### src/hdl/ramp_status_pkg.sv
package ramp_status_pkg;
  // register indices; byte address is index times four
  localparam logic [7:0] IDX_LATCHED_RAMP_POSITION = 8'h36;
  localparam logic [7:0] IDX_RAMP_STATUS = 8'h35;
  localparam logic [7:0] IDX_SWITCH_CONFIG = 8'h34;
  localparam logic [7:0] IDX_RAMP_CONTROL = 8'h33;
  localparam logic [7:0] IDX_IRQ_MASK = 8'h37;
  localparam logic [9:0] ADDR_LATCHED_RAMP_POSITION =
    {IDX_LATCHED_RAMP_POSITION, 2'b00};
  localparam logic [9:0] ADDR_RAMP_STATUS = {IDX_RAMP_STATUS, 2'b00};
  localparam logic [9:0] ADDR_SWITCH_CONFIG = {IDX_SWITCH_CONFIG, 2'b00};
  localparam logic [9:0] ADDR_RAMP_CONTROL = {IDX_RAMP_CONTROL, 2'b00};
  localparam logic [9:0] ADDR_IRQ_MASK = {IDX_IRQ_MASK, 2'b00};
  // status bit positions
  localparam int BIT_STOP_L = 0;
  localparam int BIT_STOP_R = 1;
  localparam int BIT_LATCH_L = 2;
  localparam int BIT_LATCH_R = 3;
  localparam int BIT_EV_STOP_L = 4;
  localparam int BIT_EV_STOP_R = 5;
  localparam int BIT_EV_STALL = 6;
  localparam int BIT_EV_POS = 7;
  localparam int BIT_VEL_HIT = 8;
  localparam int BIT_POS_HIT = 9;
  // switch_config bit positions
  localparam int CFG_STOP_L_EN = 0;
  localparam int CFG_STOP_R_EN = 1;
  localparam int CFG_LATCH_L_ACT = 2;
  localparam int CFG_LATCH_L_INACT = 3;
  localparam int CFG_LATCH_R_ACT = 4;
  localparam int CFG_LATCH_R_INACT = 5;
  localparam int CFG_STALL_EN = 6;
  localparam int CFG_GENTLE_STOP = 7;
  localparam int CFG_WIDTH = 8;
  localparam logic [15:0] STATUS_W1C_MASK = 16'h00CC;
  localparam logic [15:0] STATUS_EVENT_MASK = 16'h00F0;
  localparam logic [15:0] IRQ_MASK_RESET = 16'h00F0;
  localparam logic [31:0] ZERO_WORD = 32'h0000_0000;

  typedef struct packed {
    logic [31:0] actual_position;
    logic [31:0] target_position;
    logic [31:0] actual_velocity;
    logic [31:0] max_velocity;
    logic hold_mode;
    logic move_left;
    logic move_right;
    logic motor_moving;
    logic stall_detect;
  } ramp_view_t;

  typedef struct packed {
    logic stop_l;
    logic stop_r;
    logic virt_stop_l;
    logic virt_stop_r;
  } switch_pins_t;
endpackage : ramp_status_pkg

### src/hdl/pin_sync.sv
`timescale 1ns/1ps
`default_nettype none
module pin_sync
  import ramp_status_pkg::*;
#(
  parameter int WIDTH = 2
)(
  input wire logic CLOCK_IN,
  input wire logic RST_N_IN,
  input wire logic [WIDTH-1:0] async_in,
  output logic [WIDTH-1:0] sync_out
);
  typedef struct packed {
    logic [WIDTH-1:0] meta_ff;
    logic [WIDTH-1:0] sync_ff;
  } sync_state_t;
  sync_state_t state_ff;
  sync_state_t nxt_state;

  if (WIDTH < 1)
  begin : g_width_check
    $error("pin_sync: WIDTH must be at least 1");
  end

  always_comb
  begin
    nxt_state.meta_ff = async_in;
    nxt_state.sync_ff = state_ff.meta_ff;
  end

  always_ff @(posedge CLOCK_IN or negedge RST_N_IN)
  begin
    if (!RST_N_IN)
    begin
      state_ff <= '0;
    end
    else
    begin
      state_ff <= nxt_state;
    end
  end

  assign sync_out = state_ff.sync_ff;
endmodule : pin_sync
`default_nettype wire

### src/hdl/ramp_status_and_position_latch.sv
// Behaviour
// status bit 8 high while actual velocity equals max velocity.
// bit 7 set when target-arrived rises; write 1 clears it.
// interrupt is OR of event bits 7, 6, 5, 4, each gated by its IRQ mask bit.
// bit 6 set on stall stop; write 1 clears it and stall.
// bit 5 / bit 4 raised on right / left stop activation.
// hold mode or opposite-direction move removes stop condition.
// gentle stop keeps stop active until motion toward switch ends.
// disabling stop switch or function clears stop event bit.
// bit 3 set on right switch latch per edge selects; W1C.
// bit 2 set on left switch latch per edge selects; W1C.
// bit 1 live right switch, bit 0 live left switch.
// 32-bit read-only latch at index 0x36 captures actual position.
// software may pair encoder latch with ramp latch for checks.
// status bit 9 high while actual position equals target.
// arrival event only on rising edge of target-arrived status.
`timescale 1ns/1ps
`default_nettype none
module ramp_status_and_position_latch
  import ramp_status_pkg::*;
(
  // clock and reset
  input wire logic CLOCK_IN,
  input wire logic RST_N_IN,
  // apb slave
  input wire logic PSEL_IN,
  input wire logic PENABLE_IN,
  input wire logic PWRITE_IN,
  input wire logic [9:0] PADDR_IN,
  input wire logic [31:0] PWDATA_IN,
  output logic [31:0] PRDATA_OUT,
  output logic PREADY_OUT,
  output logic PSLVERR_OUT,
  // ramp generator view
  input wire ramp_view_t RAMP_IN,
  // switch pins
  input wire switch_pins_t SWITCH_IN,
  // stop requests to ramp generator
  output logic STOP_L_OUT,
  output logic STOP_R_OUT,
  output logic STALL_HALT_OUT,
  // interrupt
  output logic IRQ_OUT
);
  typedef struct packed {
    logic [15:0] status_ff;
    logic [15:0] irq_mask_ff;
    logic [CFG_WIDTH-1:0] switch_config_ff;
    logic [31:0] latched_ramp_position_ff;
    logic pos_hit_d_ff;
    logic stop_l_d_ff;
    logic stop_r_d_ff;
    logic [31:0] prdata_ff;
    logic irq_ff;
  } core_state_t;
  core_state_t state_ff;
  core_state_t nxt_state;

  logic [3:0] sw_sync;
  logic stop_l_lvl;
  logic stop_r_lvl;
  logic stop_l_on;
  logic stop_r_on;
  logic wr_acc;
  logic rd_acc;
  logic addr_ok;
  logic pos_hit;
  logic vel_hit;
  logic latch_l_evt;
  logic latch_r_evt;
  logic [15:0] w1c;

  pin_sync #(
    .WIDTH(4)
  ) u_sync (
    .CLOCK_IN(CLOCK_IN),
    .RST_N_IN(RST_N_IN),
    .async_in({SWITCH_IN.virt_stop_r, SWITCH_IN.virt_stop_l,
               SWITCH_IN.stop_r, SWITCH_IN.stop_l}),
    .sync_out(sw_sync)
  );

  assign stop_l_lvl = sw_sync[0];
  assign stop_r_lvl = sw_sync[1];
  // physical or virtual stop, gated by enable
  assign stop_l_on = (stop_l_lvl | sw_sync[2])
    & state_ff.switch_config_ff[CFG_STOP_L_EN];
  assign stop_r_on = (stop_r_lvl | sw_sync[3])
    & state_ff.switch_config_ff[CFG_STOP_R_EN];

  assign wr_acc = PSEL_IN & PENABLE_IN & PWRITE_IN;
  assign rd_acc = PSEL_IN & ~PENABLE_IN & ~PWRITE_IN;
  assign addr_ok = (PADDR_IN == ADDR_LATCHED_RAMP_POSITION)
    | (PADDR_IN == ADDR_RAMP_STATUS) | (PADDR_IN == ADDR_SWITCH_CONFIG)
    | (PADDR_IN == ADDR_IRQ_MASK);

  assign pos_hit = RAMP_IN.actual_position == RAMP_IN.target_position;
  assign vel_hit = RAMP_IN.actual_velocity == RAMP_IN.max_velocity;

  // latch event per edge selects
  assign latch_l_evt =
    (state_ff.switch_config_ff[CFG_LATCH_L_ACT]
      & stop_l_lvl & ~state_ff.stop_l_d_ff)
    | (state_ff.switch_config_ff[CFG_LATCH_L_INACT]
      & ~stop_l_lvl & state_ff.stop_l_d_ff);
  assign latch_r_evt =
    (state_ff.switch_config_ff[CFG_LATCH_R_ACT]
      & stop_r_lvl & ~state_ff.stop_r_d_ff)
    | (state_ff.switch_config_ff[CFG_LATCH_R_INACT]
      & ~stop_r_lvl & state_ff.stop_r_d_ff);

  assign w1c = (wr_acc && PADDR_IN == ADDR_RAMP_STATUS)
    ? (PWDATA_IN[15:0] & STATUS_W1C_MASK) : 16'h0000;

  always_comb
  begin
    nxt_state = state_ff;
    nxt_state.pos_hit_d_ff = pos_hit;
    nxt_state.stop_l_d_ff = stop_l_lvl;
    nxt_state.stop_r_d_ff = stop_r_lvl;
    // clears first, sets after so a set wins
    nxt_state.status_ff = state_ff.status_ff & ~w1c;
    // stop events: removed by hold, opposite move or disable
    if (RAMP_IN.hold_mode || RAMP_IN.move_right || !stop_l_on)
    begin
      if (!(state_ff.switch_config_ff[CFG_GENTLE_STOP]
            && RAMP_IN.motor_moving && !RAMP_IN.move_right
            && stop_l_on))
      begin
        nxt_state.status_ff[BIT_EV_STOP_L] = 1'b0;
      end
    end
    if (RAMP_IN.hold_mode || RAMP_IN.move_left || !stop_r_on)
    begin
      if (!(state_ff.switch_config_ff[CFG_GENTLE_STOP]
            && RAMP_IN.motor_moving && !RAMP_IN.move_left
            && stop_r_on))
      begin
        nxt_state.status_ff[BIT_EV_STOP_R] = 1'b0;
      end
    end
    if (stop_l_on && RAMP_IN.move_left && !RAMP_IN.hold_mode)
    begin
      nxt_state.status_ff[BIT_EV_STOP_L] = 1'b1;
    end
    if (stop_r_on && RAMP_IN.move_right && !RAMP_IN.hold_mode)
    begin
      nxt_state.status_ff[BIT_EV_STOP_R] = 1'b1;
    end
    if (RAMP_IN.stall_detect && state_ff.switch_config_ff[CFG_STALL_EN])
    begin
      nxt_state.status_ff[BIT_EV_STALL] = 1'b1;
    end
    if (pos_hit && !state_ff.pos_hit_d_ff)
    begin
      nxt_state.status_ff[BIT_EV_POS] = 1'b1;
    end
    if (latch_l_evt || latch_r_evt)
    begin
      nxt_state.latched_ramp_position_ff = RAMP_IN.actual_position;
    end
    if (latch_l_evt)
    begin
      nxt_state.status_ff[BIT_LATCH_L] = 1'b1;
    end
    if (latch_r_evt)
    begin
      nxt_state.status_ff[BIT_LATCH_R] = 1'b1;
    end
    nxt_state.status_ff[BIT_STOP_L] = stop_l_lvl;
    nxt_state.status_ff[BIT_STOP_R] = stop_r_lvl;
    nxt_state.status_ff[BIT_VEL_HIT] = vel_hit;
    nxt_state.status_ff[BIT_POS_HIT] = pos_hit;
    // register writes
    if (wr_acc && PADDR_IN == ADDR_SWITCH_CONFIG)
    begin
      nxt_state.switch_config_ff = PWDATA_IN[CFG_WIDTH-1:0];
    end
    if (wr_acc && PADDR_IN == ADDR_IRQ_MASK)
    begin
      nxt_state.irq_mask_ff = PWDATA_IN[15:0] & STATUS_EVENT_MASK;
    end
    // read data in setup phase
    if (rd_acc)
    begin
      case (PADDR_IN)
        ADDR_LATCHED_RAMP_POSITION:
          nxt_state.prdata_ff = state_ff.latched_ramp_position_ff;
        ADDR_RAMP_STATUS:
          nxt_state.prdata_ff = {16'h0000, state_ff.status_ff};
        ADDR_SWITCH_CONFIG:
          nxt_state.prdata_ff = {24'h000000, state_ff.switch_config_ff};
        ADDR_IRQ_MASK:
          nxt_state.prdata_ff = {16'h0000, state_ff.irq_mask_ff};
        default:
          nxt_state.prdata_ff = ZERO_WORD;
      endcase
    end
    nxt_state.irq_ff = |(nxt_state.status_ff & STATUS_EVENT_MASK
      & nxt_state.irq_mask_ff);
  end

  always_ff @(posedge CLOCK_IN or negedge RST_N_IN)
  begin
    if (!RST_N_IN)
    begin
      state_ff <= '0;
      state_ff.irq_mask_ff <= IRQ_MASK_RESET;
    end
    else
    begin
      state_ff <= nxt_state;
    end
  end

  assign PRDATA_OUT = state_ff.prdata_ff;
  assign PREADY_OUT = 1'b1;
  assign PSLVERR_OUT = PSEL_IN & PENABLE_IN & ~addr_ok;
  assign STOP_L_OUT = state_ff.status_ff[BIT_EV_STOP_L];
  assign STOP_R_OUT = state_ff.status_ff[BIT_EV_STOP_R];
  assign STALL_HALT_OUT = state_ff.status_ff[BIT_EV_STALL];
  assign IRQ_OUT = state_ff.irq_ff;
endmodule : ramp_status_and_position_latch
`default_nettype wire

### config.mk
export PLATFORM = sky130hd
export DESIGN_NAME = ramp_status_and_position_latch
export DESIGN_NICKNAME = d
export VERILOG_FILES = /design/src/hdl/ramp_status_pkg.sv /design/src/hdl/pin_sync.sv /design/src/hdl/ramp_status_and_position_latch.sv
export SDC_FILE = /design/constraint.sdc
export NUM_CORES = 1
export LEC_CHECK = 0
export BUFFER_PORTS_ARGS = -buffer_cell sky130_fd_sc_hd__buf_2
export CAP_MARGIN = 15
export CORE_ASPECT_RATIO = 2
export CORE_MARGIN = 2
export CORE_UTILIZATION = 30
export DETAILED_ROUTE_END_ITERATION = 8
export PLACE_DENSITY = 0.61
export SKIP_LAST_GASP = 1
export SLEW_MARGIN = 20
export SYNTH_ARGS = -nofsm -noshare
export SYNTH_HDL_FRONTEND = slang
export SYNTH_SLANG_ARGS = --single-unit
### constraint.sdc
create_clock -name CLOCK_IN -period 2.4 [get_ports CLOCK_IN]
set_clock_uncertainty 0.2 [all_clocks]
set_input_delay 0.36 -clock CLOCK_IN [delete_from_list [all_inputs] [get_ports CLOCK_IN]]
set_output_delay 0.36 -clock CLOCK_IN [all_outputs]
set_load 0.1 [all_outputs]
==> metrics.md <==
| Metric | Value |
|---|---|
| RSZ-0062 raised after global routing | `no` |
| Status | `finished, final reports clean` |
| Net Count, Synth | `roughly 560` |
| Cells after Synth | `approximately 370` |
| Sequential Power Share | `45.8%` |
| Sw Ratio | `23.6%` |
| Setup Fix Bufs, Post-CTS | `0` |
| Antenna Violating Nets Remaining | `0` |
| Fmax | `0.425 GHz` |
| Initial DRC Count | `a little over 90` |
| Pins Over Slew Limit | `0` |
| Worst Setup Path Type | `in -> out` |
| Drt drc | `0` |
| Clock-pin transition on the worst setup and hold timing paths | `roughly 0.07 ns` |
| Top cell type's share of synthesized area | `48.9%` |
| Yosys reg bits | `95` |
| Num CTS Buffers | `9` |
| Max-Cap Viols | `0` |
| R2r setup slk | `around 0.62 ns` |
| VDD IR max | `around 0.44 mV` |
| Ys flop type | `dfrtp_1` |
| Worst reg2reg path depth | `5` |
| Leading area contributor after synthesis | `dfrtp_1` |
| Crit path from | `PADDR_IN[9]` |
| Post-synthesis sequential area ratio | `between 50% and 60%` |
| Synth async-reset ratio | `100%` |
| Average instance area after synthesis | `~12 µm²` |
| Pint | `2.78 mW` |
| Slew @ Worst Pin | `about 0.54 ns` |
| Die area | `about 0.017 mm²` |
| FP Rows | `between 60 and 70` |
| Switch Pwr | `857 µW` |
| # fillers | `~1500` |
| Cells taking the most area after synthesis | `dfrtp_1, mux2_2, xnor2_1` |
| Final min period | `roughly 2.4 ns` |
| Vias per cell | `about 4.7` |
| Placed cells | `740` |
| Pre-CTS WS | `-0.151 ns` |
| IO buf count | `about 200` |
| Detailed placement HPWL | `roughly 12 mm` |
| Worst rel slew slack | `between 60% and 70%` |
| Worst path required time | `between 1.5 and 2 ns` |
| WHS Path Cells | `2` |
| CTS max path bufs | `2` |
| CP Capture Type | `primary output` |
| Number of nets in the layout | `between 700 and 800` |
| Endpoints failing hold | `0` |
| Post-synth cell types | `41` |
| Reg2reg end | `state_ff[63]` |
| GRT overflow | `0` |
| Router iterations before antenna repair | `4` |
| Worst Path Max Fanout | `4` |
| Post-synth EDFFs | `0` |
| Final cell count without fillers | `approximately 760` |
| Die width | `a little over 90 µm` |
| Leak | `about 3.1 nW` |
| Reg-to-reg startpoint | `u_sync.sync_out[1]` |
| Combinational power share | `12.2%` |
| Worst hold-check path type | `in -> reg` |
| Starting Density | `about 31%` |
| WHS Endpoint | `state_ff[69]` |
| Via count | `between 3000 and 4000` |
| # IOs | `around 220` |
| Vias in the first global route | `3843` |
| Largest net degree at the start of global routing | `42` |
| DRT Wirelength | `around 14 mm` |
| Antenna violations before repair | `2` |
| Clock share of power | `42.0%` |
| H-tree level count | `3` |
| Global-route wire length before repair | `around 21 mm` |
| Layout cells sized above 1 | `around 50%` |
| Root buffer cell | `clkbuf_16` |
| GPL Wtd Cong | `0.826` |
| Fin crit share | `between 90% and 100%` |
| Worst-Skew Late Latency | `between 0.3 and 0.4 ns` |
| Post-synth design cell area | `about 0.0047 mm²` |
| Setup violations, final | `0` |
| Worst hold start | `PWDATA_IN[1]` |
| CTS sink count | `95` |
| Die height | `between 150 and 200 µm` |
| CTS tree | `built` |
| Critical path arrival | `around 1.8 ns` |
| Startpoint types | `input pin` |
| Final setup margin | `between 0.04 and 0.05 ns` |
| PD cells | `between 500 and 600 mW/mm²` |
| Post-DR wirelength/cell | `between 15 and 20 µm` |
| Synth-to-layout area growth | `32.2%` |
| Core area | `0.0152 mm²` |
| Synth warn | `0` |
| Total GRT Usage | `17.1%` |
[critical path: stages]
cell and delay (ns):
buf_2 0.11, or4_4 0.55, or2_1 0.31, and3_2 0.26, buf_6 0.19
[stage by stage]
stage | total power [mW] | util, % | TNS (ns) | hold WS [ns] | instance area (µm²)
after floorplan | 1.87 | - | 0 | -0.136 | 4660
after global placement | 2.12 | 37.9 | -0.178 | 0.131 | 5770
after detailed placement | 2.13 | 37.9 | -0.248 | 0.141 | 5770
after CTS | 3.69 | 40.4 | 0 | 0.0278 | 6150
after global routing | 3.80 | 40.5 | 0 | 0.0436 | 6160
final | 3.63 | 40.5 | 0 | 0.0483 | 6160
[power by group through the flow]
stage	sequential, mW	combinational (mW)	clock (mW)
3_5_place_dp	1.69	0.442	0
6_report	1.66	0.443	1.53
4_1_cts	1.66	0.451	1.58
5_1_grt	1.67	0.486	1.65
3_3_place_gp	1.69	0.433	0
2_1_floorplan	1.69	0.176	0
[worst max path at each step]
| stage | end | depth (start not counted) |
|---|---|---|
| 2_1_floorplan | state_ff[68] | 5 |
| 3_3_place_gp | IRQ_OUT | 6 |
| 3_5_place_dp | IRQ_OUT | 6 |
| 4_1_cts | PSLVERR_OUT | 5 |
| 5_1_grt | PSLVERR_OUT | 5 |
| 6_report | PSLVERR_OUT | 5 |
[registers in the layout, indices dropped and copies added (netlist names)]
name,flops
state_ff,51
PRDATA_OUT,32
u_sync.nxt_state,4
u_sync.sync_out,4
IRQ_OUT,1
STALL_HALT_OUT,1
STOP_L_OUT,1
STOP_R_OUT,1
[cell usage in the layout (no fill, tap or decap), drive strengths merged, types with 3 or more instances in the layout]
| master | n |
|---|---|
| nor2 | 4 |
| mux4 | 4 |
| nand3 | 3 |
| mux2 | 43 |
| nand2 | 14 |
| nor4 | 10 |
| dfrtp | 91 |
| clkbuf | 10 |
| inv | 8 |
| a22oi | 5 |
| buf | 216 |
| nand4 | 11 |
| xnor2 | 32 |
| xor2 | 32 |
| a22o | 30 |
| dfstp | 4 |
| mux2i | 5 |
| nor3 | 4 |
| dlygate4sd3 | 5 |
| o21ai | 6 |
[cell type report]
cell class	count	area, µm²	area share, %
timing repair buffer	221	1230	19.9
multi-input combinational	224	1950	31.6
sequential	95	2380	38.7
clock buffer	10	229	3.72
clock inverter	6	92.6	1.50
antenna	2	5.00	0.0813
inverter	7	26.3	0.427
tap	198	248	4.02
[what timing repair did]
action | 4_1_cts | 5_1_grt
endpoints found under the hold margin | 40 | 0
endpoints found under the setup margin | 1 | 0
resized for setup | 2 | 0
hold buffers | 5 | 0
[synth_stat cells, types with 3 or more instances]
| library cell | instances |
|---|---|
| mux2_2 | 33 |
| xnor2_1 | 32 |
| a22o_1 | 30 |
| mux2_1 | 8 |
| xor2_1 | 32 |
| nand2_1 | 14 |
| nor4_1 | 10 |
| nor2_1 | 3 |
| inv_1 | 7 |
| a22oi_1 | 4 |
| mux2i_1 | 5 |
| nor3_1 | 3 |
| mux4_2 | 4 |
| nand4_1 | 11 |
| buf_4 | 33 |
| dfrtp_1 | 91 |
| nand3_1 | 3 |
| clkbuf_1 | 11 |
| o21ai_0 | 6 |
| dfstp_2 | 4 |
[logic make-up after synthesis]
family	count (synthesis)	synth area share, %
DFF	95	51.2
xor gates and xnor gates	64	12.0
and+or+nand+nor	56	7.15
buffers and inverters	54	7.23
muxes	52	13.6
AOI/OAI and AO/OA	51	8.76
other	1	0.0805
[routing by layer]
metal / global-route usage, % / wire [µm]
met5: 0 / 0
met4: 7.34 / 367
met2: 31.3 / 7830
met1: 18.7 / 5090
met3: 3.39 / 713
(Power assumes the default switching activity.)
